## config.mk

```make
export PLATFORM = sky130hd
export DESIGN_NAME = adcsc_top
export DESIGN_NICKNAME = d
export VERILOG_FILES = /design/src/adcsc_pkg.sv /design/src/adcsc_link_if.sv /design/src/adcsc_tad.sv /design/src/adcsc_top.sv /design/src/adcsc_trig.sv
export VERILOG_INCLUDE_DIRS = /design/src
export SDC_FILE = /design/constraint.sdc
export NUM_CORES = 1
export LEC_CHECK = 0
export BUFFER_PORTS_ARGS = -buffer_cell sky130_fd_sc_hd__buf_4
export CAP_MARGIN = 20
export CORE_UTILIZATION = 58
export CTS_CLUSTER_SIZE = 10
export DETAILED_ROUTE_END_ITERATION = 7
export GPL_TIMING_DRIVEN = 0
export PLACE_DENSITY = 0.84
export SYNTH_ARGS = -nofsm -noshare
export SYNTH_HDL_FRONTEND = slang
export SYNTH_SLANG_ARGS = --single-unit
export TNS_END_PERCENT = 30
```

## constraint.sdc

```tcl
create_clock -name CLK_I -period 2.5 [get_ports CLK_I]
set_input_delay 0 -clock CLK_I [delete_from_list [all_inputs] [get_ports CLK_I]]
set_output_delay 0 -clock CLK_I [all_outputs]
set_load 0.03 [all_outputs]
```

## src/adcsc_defs.svh

```systemverilog
// Purpose: constants of the converter control block
// Assumes: byte addresses on a 32-bit avalon slave
// Notes:   none
`ifndef ADCSC_DEFS_SVH
`define ADCSC_DEFS_SVH
`define ADCSC_OFS_CTRL0    6'h00
`define ADCSC_OFS_CTRL1    6'h04
`define ADCSC_OFS_TRIG     6'h08
`define ADCSC_OFS_RESH     6'h0c
`define ADCSC_OFS_RESL     6'h10
`define ADCSC_OFS_STAT     6'h14
`define ADCSC_BIT_EN       0
`define ADCSC_BIT_GO       1
`define ADCSC_BIT_FLAG     0
`define ADCSC_BIT_IE       1
`define ADCSC_BIT_OFF      2
`define ADCSC_BIT_FMT      7
`define ADCSC_RES_BITS     10
`define ADCSC_TAD_PER_CONV 12
`define ADCSC_INSTR_CYC    4
`define ADCSC_SRC_BITS     32
`endif

```

## src/adcsc_pkg.sv

```systemverilog
// Purpose: types of the converter control block
// Assumes: nothing
// Notes:   none
package adcsc_pkg;
	typedef enum logic [2:0] {
		ST_IDLE  = 3'b001,
		ST_DELAY = 3'b010,
		ST_CONV  = 3'b100
	} adcsc_state_t;
	typedef logic [4:0] adcsc_sel_t;
endpackage

```

## src/adcsc_link_if.sv

```systemverilog
// Purpose: signals between the control core, trigger and tad blocks
// Assumes: one clock
// Notes:   none
interface adcsc_link_if;
	logic [4:0] sel;
	logic       armed;
	logic       fire;
	logic [2:0] clk_sel;
	logic       run;
	logic       rc_tick;
	logic       tick;
	modport trig (input sel, input armed, output fire);
	modport tad  (input clk_sel, input run, input rc_tick, output tick);
	modport core (output sel, output armed, input fire, output clk_sel, output run,
		output rc_tick, input tick);
endinterface

```

## src/adcsc_tad.sv

```systemverilog
// Purpose: conversion clock tick generator
// Assumes: rc tick is a one-cycle enable from the rc oscillator
// Notes:   divider restarts whenever run drops
`include "adcsc_defs.svh"
module adcsc_tad
	import adcsc_pkg::*;
(
	input  wire logic clk_i,
	input  wire logic rst_n_i,
	adcsc_link_if.tad lk
);
	logic [5:0] cnt;
	logic [5:0] next_cnt;
	logic       tick;
	logic       next_tick;

	function automatic logic [5:0] div_last(input logic [2:0] cs);
		unique case (cs)
			3'b000:  div_last = 6'h01;
			3'b100:  div_last = 6'h03;
			3'b001:  div_last = 6'h07;
			3'b101:  div_last = 6'h0f;
			3'b010:  div_last = 6'h1f;
			3'b110:  div_last = 6'h3f;
			default: div_last = 6'h00;
		endcase
	endfunction

	// ************
	// divider
	// ************
	always_comb begin
		next_cnt  = 6'h00;
		next_tick = 1'b0;
		if (lk.run) begin
			if (lk.clk_sel[1:0] == 2'b11) begin
				next_tick = lk.rc_tick;
			end else if (cnt == div_last(lk.clk_sel)) begin
				next_tick = 1'b1;
			end else begin
				next_cnt = cnt + 6'h01;
			end
		end
	end

	always_ff @(posedge clk_i) begin
		if (!rst_n_i) begin
			cnt  <= 6'h00;
			tick <= 1'b0;
		end else begin
			cnt  <= next_cnt;
			tick <= next_tick;
		end
	end
	assign lk.tick = tick;

	rc_source_a: assert property (@(posedge clk_i) disable iff (!rst_n_i)
		(lk.run && lk.clk_sel[1:0] == 2'b11 && !lk.rc_tick) |=> !tick)
		else $error("rc mode ticked without rc tick");
endmodule // adcsc_tad

```

## src/adcsc_top.sv

```systemverilog
// Purpose: converter control with sleep, wake and auto-trigger
// Assumes: avalon-mm slave, one clock, conversion data from the analog side
// Notes:   conversion takes twelve tad ticks after start
`include "adcsc_defs.svh"
module adcsc_top
	import adcsc_pkg::*;
#(
	parameter int SRC_W = `ADCSC_SRC_BITS
) (
	input  wire logic             CLK_I,
	input  wire logic             RST_N_I,
	input  wire logic [5:0]       AVS_ADDRESS_I,
	input  wire logic             AVS_READ_I,
	input  wire logic             AVS_WRITE_I,
	input  wire logic [31:0]      AVS_WRITEDATA_I,
	output logic      [31:0]      AVS_READDATA_O,
	output logic                  AVS_WAITREQUEST_O,
	input  wire logic             SLEEP_I,
	input  wire logic             RC_TICK_I,
	input  wire logic [SRC_W-1:0] TRIG_SRC_I,
	input  wire logic [9:0]       CONV_DATA_I,
	output logic                  CONV_POWERED_O,
	output logic                  CONV_BUSY_O,
	output logic                  IRQ_FLAG_O,
	output logic                  WAKE_O,
	output logic [5:0]            CHAN_SEL_O,
	output logic [2:0]            REF_SEL_O
);
	adcsc_link_if lk ();

	adcsc_trig #(
		.SRC_W (SRC_W)
	) u_trig (
		.clk_i   (CLK_I),
		.rst_n_i (RST_N_I),
		.src_i   (TRIG_SRC_I),
		.lk      (lk.trig)
	);

	adcsc_tad u_tad (
		.clk_i   (CLK_I),
		.rst_n_i (RST_N_I),
		.lk      (lk.tad)
	);

	// ************
	// state
	// ************
	adcsc_state_t state;
	adcsc_state_t next_state;
	logic         en;
	logic         next_en;
	logic         go_seen;
	logic [5:0]   chan;
	logic [5:0]   next_chan;
	logic [7:0]   ctrl1;
	logic [7:0]   next_ctrl1;
	logic [4:0]   tsel;
	logic [4:0]   next_tsel;
	logic         flag;
	logic         next_flag;
	logic         ie;
	logic         next_ie;
	logic         off;
	logic         next_off;
	logic         wake;
	logic         next_wake;
	logic [7:0]   resh;
	logic [7:0]   next_resh;
	logic [7:0]   resl;
	logic [7:0]   next_resl;
	logic [3:0]   tcnt;
	logic [3:0]   next_tcnt;
	logic [1:0]   dcnt;
	logic [1:0]   next_dcnt;
	logic         waitreq;
	logic         next_waitreq;
	logic [31:0]  rdata;
	logic [31:0]  next_rdata;
	logic         wr_ok;
	logic         rc;
	logic         conv_on;
	logic         start;
	logic         done;

	assign rc         = (ctrl1[5:4] == 2'b11);
	assign conv_on    = en && !off;
	assign lk.sel     = tsel;
	assign lk.armed   = conv_on && (state == ST_IDLE);
	assign lk.clk_sel = ctrl1[6:4];
	assign lk.run     = (state == ST_CONV);
	assign lk.rc_tick = RC_TICK_I;
	assign wr_ok      = AVS_WRITE_I && !waitreq;
	assign go_seen    = wr_ok && AVS_ADDRESS_I == `ADCSC_OFS_CTRL0
		&& AVS_WRITEDATA_I[`ADCSC_BIT_GO];
	assign done = (state == ST_CONV) && lk.tick
		&& tcnt == 4'(`ADCSC_TAD_PER_CONV - 1);

	always_comb begin
		next_en    = en;
		next_chan  = chan;
		next_ctrl1 = ctrl1;
		next_tsel  = tsel;
		next_ie    = ie;
		next_flag  = flag;
		if (wr_ok) begin
			unique case (AVS_ADDRESS_I)
				`ADCSC_OFS_CTRL0: begin
					next_en   = AVS_WRITEDATA_I[`ADCSC_BIT_EN];
					next_chan = AVS_WRITEDATA_I[7:2];
				end
				`ADCSC_OFS_CTRL1: next_ctrl1 = {AVS_WRITEDATA_I[7:4], 1'b0, AVS_WRITEDATA_I[2:0]};
				`ADCSC_OFS_TRIG:  next_tsel  = AVS_WRITEDATA_I[4:0];
				`ADCSC_OFS_STAT: begin
					next_ie   = AVS_WRITEDATA_I[`ADCSC_BIT_IE];
					next_flag = flag && AVS_WRITEDATA_I[`ADCSC_BIT_FLAG];
				end
				default: ;
			endcase
		end
		if (done) begin
			next_flag = 1'b1;
		end
	end

	// ************
	// conversion sequence
	// ************
	always_comb begin
		// go counts only if enable was already set before this write
		start      = (go_seen && en || lk.fire) && conv_on;
		next_state = state;
		next_tcnt  = tcnt;
		next_dcnt  = 2'h0;
		next_off   = off && SLEEP_I;
		next_wake  = 1'b0;
		next_resh  = resh;
		next_resl  = resl;
		unique case (state)
			ST_IDLE: begin
				next_tcnt = 4'h0;
				if (start) begin
					next_state = rc ? ST_DELAY : ST_CONV;
				end
			end
			ST_DELAY: begin
				next_dcnt = dcnt + 2'h1;
				if (dcnt == 2'(`ADCSC_INSTR_CYC - 1)) begin
					next_state = ST_CONV;
				end
			end
			ST_CONV: begin
				if (lk.tick) begin
					next_tcnt = tcnt + 4'h1;
				end
				if (done) begin
					next_state = ST_IDLE;
					if (ctrl1[`ADCSC_BIT_FMT]) begin
						next_resh = {6'h00, CONV_DATA_I[9:8]};
						next_resl = CONV_DATA_I[7:0];
					end else begin
						next_resh = CONV_DATA_I[9:2];
						next_resl = {CONV_DATA_I[1:0], 6'h00};
					end
					if (SLEEP_I) begin
						next_wake = ie;
						next_off  = !ie;
					end
				end
			end
		endcase
		if (SLEEP_I && !rc) begin
			next_state = ST_IDLE;
			next_off   = 1'b1;
		end
		if (!en) begin
			next_state = ST_IDLE;
		end
	end

	// ************
	// avalon slave
	// ************
	always_comb begin
		next_waitreq = 1'b1;
		next_rdata   = rdata;
		if ((AVS_READ_I || AVS_WRITE_I) && waitreq) begin
			next_waitreq = 1'b0;
			next_rdata   = 32'h0000_0000;
			unique case (AVS_ADDRESS_I)
				`ADCSC_OFS_CTRL0: next_rdata[7:0] = {chan, state != ST_IDLE, en};
				`ADCSC_OFS_CTRL1: next_rdata[7:0] = ctrl1;
				`ADCSC_OFS_TRIG:  next_rdata[4:0] = tsel;
				`ADCSC_OFS_RESH:  next_rdata[7:0] = resh;
				`ADCSC_OFS_RESL:  next_rdata[7:0] = resl;
				`ADCSC_OFS_STAT:  next_rdata[2:0] = {off, ie, flag};
				default: ;
			endcase
		end
	end

	always_ff @(posedge CLK_I) begin
		if (!RST_N_I) begin
			state   <= ST_IDLE;
			en      <= 1'b0;
			chan    <= 6'h00;
			ctrl1   <= 8'h00;
			tsel    <= 5'h00;
			flag    <= 1'b0;
			ie      <= 1'b0;
			off     <= 1'b0;
			wake    <= 1'b0;
			resh    <= 8'h00;
			resl    <= 8'h00;
			tcnt    <= 4'h0;
			dcnt    <= 2'h0;
			waitreq <= 1'b1;
			rdata   <= 32'h0000_0000;
		end else begin
			state   <= next_state;
			en      <= next_en;
			chan    <= next_chan;
			ctrl1   <= next_ctrl1;
			tsel    <= next_tsel;
			flag    <= next_flag;
			ie      <= next_ie;
			off     <= next_off;
			wake    <= next_wake;
			resh    <= next_resh;
			resl    <= next_resl;
			tcnt    <= next_tcnt;
			dcnt    <= next_dcnt;
			waitreq <= next_waitreq;
			rdata   <= next_rdata;
		end
	end

	// ************
	// outputs
	// ************
	logic       pwr;
	logic       busy;
	logic [5:0] chan_q;
	logic [2:0] ref_q;
	always_ff @(posedge CLK_I) begin
		if (!RST_N_I) begin
			pwr    <= 1'b0;
			busy   <= 1'b0;
			chan_q <= 6'h00;
			ref_q  <= 3'h0;
		end else begin
			pwr    <= next_en && !next_off;
			busy   <= next_state == ST_CONV;
			chan_q <= next_chan;
			ref_q  <= next_ctrl1[2:0];
		end
	end
	assign AVS_READDATA_O    = rdata;
	assign AVS_WAITREQUEST_O = waitreq;
	assign CONV_POWERED_O    = pwr;
	assign CONV_BUSY_O       = busy;
	assign IRQ_FLAG_O        = flag;
	assign WAKE_O            = wake;
	assign CHAN_SEL_O        = chan_q;
	assign REF_SEL_O         = ref_q;

	// ************
	// checks
	// ************
	rc_delay_a: assert property (@(posedge CLK_I) disable iff (!RST_N_I)
		(state == ST_IDLE && start && rc && !SLEEP_I && next_en)
		|=> (state == ST_DELAY)[*4] ##1 state == ST_CONV)
		else $error("rc start delay wrong");
	sleep_abort_a: assert property (@(posedge CLK_I) disable iff (!RST_N_I)
		(SLEEP_I && !rc && state != ST_IDLE && !wr_ok)
		|=> state == ST_IDLE && off && en) else $error("sleep did not abort");
	rc_sleep_a: assert property (@(posedge CLK_I) disable iff (!RST_N_I)
		(SLEEP_I && rc && en && state == ST_CONV && !wr_ok)
		|=> state == ST_CONV || flag) else $error("rc conversion lost in sleep");
	wake_done_a: assert property (@(posedge CLK_I) disable iff (!RST_N_I)
		(done && SLEEP_I && ie) |=> WAKE_O ##1 !WAKE_O) else $error("no wake");
	off_done_a: assert property (@(posedge CLK_I) disable iff (!RST_N_I)
		(done && SLEEP_I && !ie && !wr_ok) |=> off && en && !CONV_POWERED_O)
		else $error("converter not powered down");
	done_flags_a: assert property (@(posedge CLK_I) disable iff (!RST_N_I)
		done |=> flag && state == ST_IDLE) else $error("completion effects missing");
	first_on_a: assert property (@(posedge CLK_I) disable iff (!RST_N_I)
		(go_seen && !en && !lk.fire && state == ST_IDLE) |=> state == ST_IDLE)
		else $error("go honoured on enabling write");
	off_ignore_a: assert property (@(posedge CLK_I) disable iff (!RST_N_I)
		(!en && state == ST_IDLE) |=> state == ST_IDLE) else $error("start while disabled");
	trig_start_a: assert property (@(posedge CLK_I) disable iff (!RST_N_I)
		(lk.fire && conv_on && state == ST_IDLE && next_en && !(SLEEP_I && !rc))
		|=> state != ST_IDLE) else $error("trigger did not start");
	bus_answer_a: assert property (@(posedge CLK_I) disable iff (!RST_N_I)
		(AVS_READ_I && waitreq) |=> !AVS_WAITREQUEST_O) else $error("late answer");
	bus_write_a: assert property (@(posedge CLK_I) disable iff (!RST_N_I)
		(AVS_WRITE_I && waitreq) |=> !AVS_WAITREQUEST_O) else $error("late write answer");
	wake_only_a: assert property (@(posedge CLK_I) disable iff (!RST_N_I)
		!(done && SLEEP_I && ie) |=> !WAKE_O) else $error("wake without completion");
	result_load_a: assert property (@(posedge CLK_I) disable iff (!RST_N_I)
		(done && ctrl1[`ADCSC_BIT_FMT]) |=> {resh[1:0], resl} == $past(CONV_DATA_I))
		else $error("result not loaded");
endmodule // adcsc_top

```

## src/adcsc_trig.sv

```systemverilog
// Purpose: auto-trigger source sync, edge detect and select
// Assumes: sources are level signals, bit n is select code n
// Notes:   fire is one cycle
`include "adcsc_defs.svh"
module adcsc_trig
	import adcsc_pkg::*;
#(
	parameter int SRC_W = `ADCSC_SRC_BITS
) (
	input  wire logic             clk_i,
	input  wire logic             rst_n_i,
	input  wire logic [SRC_W-1:0] src_i,
	adcsc_link_if.trig            lk
);
	logic [SRC_W-1:0] s1;
	logic [SRC_W-1:0] s2;
	logic [SRC_W-1:0] prev;
	logic             fire;
	logic             next_fire;
	logic [SRC_W-1:0] edge_v;

	// ************
	// edge and select
	// ************
	always_comb begin
		edge_v    = s2 & ~prev;
		next_fire = lk.armed && (lk.sel != 5'h00) && edge_v[lk.sel];
	end

	always_ff @(posedge clk_i) begin
		if (!rst_n_i) begin
			s1   <= '0;
			s2   <= '0;
			prev <= '0;
			fire <= 1'b0;
		end else begin
			s1   <= src_i;
			s2   <= s1;
			prev <= s2;
			fire <= next_fire;
		end
	end
	assign lk.fire = fire;

	// ************
	// checks
	// ************
	sel_zero_a: assert property (@(posedge clk_i) disable iff (!rst_n_i)
		lk.sel == 5'h00 |=> !fire) else $error("trigger fired with select zero");
	rise_fire_a: assert property (@(posedge clk_i) disable iff (!rst_n_i)
		(lk.armed && lk.sel != 5'h00 && s2[lk.sel] && !prev[lk.sel]) |=> fire)
		else $error("selected rising edge did not fire");
endmodule // adcsc_trig

```

==> results_dict.tcl <==
set metrics [dict create \
    path_depth 9 \
    final.setup.tns_ns 0 \
    core_um2 10420 \
    fp.dieH_um 106.0 \
    synth_edf_count 0 \
    min_path_type "input pin to register" \
    clockRootBuffer "clkbuf_8" \
    mostFrequentLayoutCells "dfxtp_1, buf_4, and2_1, dlygate4sd3_1, nor2_1" \
    place_congestion 0.8767 \
    gr-total-overflow 0 \
    vias_per_cell 5.456 \
    synthDistinctLibCells 62 \
    routed_wl_mm 16.13 \
    htreeDepth 4 \
    numPortBuffers 82 \
    mostFrequentLayoutCell "dfxtp_1" \
    p_leak_nw 3.415 \
    grt_pass1_wl_mm 25.34 \
    cts_sinks 163 \
    p_per_area_nw_per_um2 668.4 \
    die_w_um 106.0 \
    drt_iter0_markers 322 \
    end_kind "register" \
    slew_headroom 0.4331 \
    finalSetupViolCount 0 \
    layout_min_cycle_time_ns 2.319 \
    post_cts_resized 0 \
    via_count 5423 \
    syn_inst 657 \
    slowest_delay_ns 0.62 \
    pre_cts_ws_ns 0.4573 \
    nNetsFinal 934 \
    grt_antenna_before_repair 0 \
    path_delay_family "buffers and inverters" \
    finalClockSkew_ns 0.004952 \
    syn_area_per_cell_um2 9.553 \
    cp_cell_sequence "dlygate4sd3_1 -> buf_4 -> or4_4 -> dlygate4sd3_1 -> nor3b_4 -> buf_4 -> a22o_1 -> a221oi_1 -> o21ai_1" \
    syn-cell-area_um2 6276 \
    path_buf_inv 4 \
    slew_viol_final 0 \
    holdPathStages 4 \
    yosysSeqAreaShare 0.5199 \
    async_flop_share 0 \
    fmax_mhz 431.1 \
    area_growth_pct 32.89 \
    drive_above_1_share 0.1888 \
    period_share 0.9278 \
    rsz0062_at_grt "false" \
    clockBufferDepth 2 \
    wl_per_cell_um 16.22 \
    yosysWarnings 0 \
    hold_viol_final 0 \
    clk_pin_slew_ns 0.07 \
    cp_max_fo 6 \
    insertion_delay_ns 0.53 \
    timing_worst_setup_path_type "input pin to register" \
    grt_pass1_vias 5282 \
    dpl.hpwl_mm 10.57 \
    reg2reg_depth 6 \
    status "complete, but fails checks" \
    diodes 0 \
    cap_violations 0 \
    drtPass1Iterations 7 \
    tightest_slew_ns 0.8415 \
    required_ns 2.96 \
    cts_buffers 17 \
    drcViolationCount 1 \
    grt_max_degree 17 \
    peakVddDrop_mv 0.5356 \
    slowest_stage "dlygate4sd3_1" \
    synthFlopType "dfxtp_1" \
    cts_tree "yes" \
    fillerInstances 668 \
    die_area_um2 11240 \
    start_util 0.6025 \
    drtAntennaViolNets 0 \
    fin_ws_ns 0.1806 \
    arrival_ns 2.78 \
    grt_usage 0.2964 \
    rows 37 \
    io_pins 132 \
    violations "design-rule violations" \
    synth-seq-cells 163 \
    startpoint_type "input pin" \
]
-- sequential cells by signal, summed over array words and instances, names as in the netlist, 2 cells and up --
register,cells
AVS_READDATA_O,8
resl,8
u_trig.s2,32
resh,8
u_tad.cnt,6
u_trig.prev,32
CHAN_SEL_O,6
ctrl1,7
u_trig.s1,32
state,3
tcnt,4
lk.sel,5
dcnt,2
-- through the flow --
| step | cells | instance area (µm²) | hold WS (ns) | utilization | total power, mW |
|---|---|---|---|---|---|
| global placement | 898 | 7148 | 0.2073 | 0.6862 | 3.086 |
| CTS | 991 | 8318 | 0.004390 | 0.7986 | 5.586 |
| finish | 994 | 8341 | 0.03018 | 0.8007 | 5.575 |
| global route | 994 | 8341 | 0.03029 | 0.8007 | 5.748 |
| floorplan | 680 | 6362 | 0.09430 | - | 2.953 |
| detailed placement | 898 | 7148 | 0.2103 | 0.6862 | 3.098 |
-- metal layers --
metal | up-vias | wire (µm) | global-route usage
met2 | 241 | 8392 | 0.5411
met1 | 2545 | 6144 | 0.3329
met4 | 0 | 488 | 0.1319
met5 | - | 0 | 0
li1 | 2592 | - | -
met3 | 45 | 1100 | 0.05825
-- cell families (layout without fill, tap and decap cells) --
kind of cell,Yosys count,in the layout,synth area share
multiplexers,19,19,0.03489
flip-flops,163,163,0.5199
buffers and inverters,75,253,0.06160
adder cells (fa/ha/maj),3,3,0.005981
other,1,24,0.0005975
AO/OA/AOI/OAI,116,116,0.1218
XOR/XNOR,6,6,0.008373
AND/OR/NAND/NOR,274,274,0.2468
-- tightest hold or removal path: stages --
cell and delay, ns:
buf_2 0.16, nor3b_4 0.20, nand3_1 0.08, a21oi_1 0.06
-- cell usage after synthesis, types with 2 or more instances --
master      n  share of area
a211oi_1    9          0.011
a21oi_1    44          0.035
a221oi_1   15          0.021
a222oi_1    2         0.0032
a22o_1      3         0.0042
a22oi_1     3         0.0036
a32oi_1     2         0.0028
and2_1     96          0.096
and3_1      5         0.0050
buf_1       2         0.0012
buf_2       3         0.0024
buf_4      27          0.032
clkbuf_1   29          0.017
dfxtp_1   163           0.52
ha_1        3         0.0060
inv_1      13         0.0078
mux2_2      3         0.0054
mux2i_1    14          0.022
mux4_2      2         0.0072
nand2_1    34          0.020
nand2b_1    7         0.0070
nand3_1    32          0.026
nand3b_1    2         0.0024
nand4_1     2         0.0020
nor2_1     46          0.028
nor2b_1    12          0.012
nor3_1      5         0.0040
nor3b_1    13          0.016
nor4_1      3         0.0030
o211ai_1    3         0.0036
o21ai_0    12         0.0096
o21ai_1     4         0.0032
o21bai_1    2         0.0024
o22ai_1     3         0.0030
o311ai_0    2         0.0028
o31ai_1     3         0.0036
o41ai_1     2         0.0028
or3_1       3         0.0030
or4b_1      2         0.0032
xor2_1      5         0.0070
-- power breakdown --
part | switching [mW] | internal, mW
Clock | 1.10 | 1.35
Sequential | 0.0298 | 2.67
Combinational | 0.212 | 0.220
Total | 1.34 | 4.24
-- cell type report --
| type | instances | area [µm²] | area share |
|---|---|---|---|
| well taps | 136 | 170.2 | 0.02040 |
| flip-flops and latches | 163 | 3263 | 0.3912 |
| plain buffers | 61 | 334.1 | 0.04005 |
| repair buffers | 146 | 1249 | 0.1497 |
| clock inverters | 15 | 145.1 | 0.01740 |
| clock buffers | 17 | 414.1 | 0.04965 |
| inverters | 14 | 52.55 | 0.006301 |
| multi-input cells | 442 | 2713 | 0.3252 |
-- timing repair --
item | 4_1_cts | 5_1_grt
setup endpoints to repair | 0 | 1
hold buffers | 61 | 0
endpoints found under the hold margin | 85 | 0
buffers inserted | 0 | 3
-- final timing paths --
check	startpoint	endpoint	slack [ns]
min reg2reg	dcnt[0]	dcnt[0]	0.42
max	AVS_ADDRESS_I[1]	AVS_READDATA_O[7]	0.18
min	AVS_ADDRESS_I[2]	ctrl1[7]	0.03
max reg2reg	state[2]	resl[2]	0.31
(Power assumes the default switching activity.)
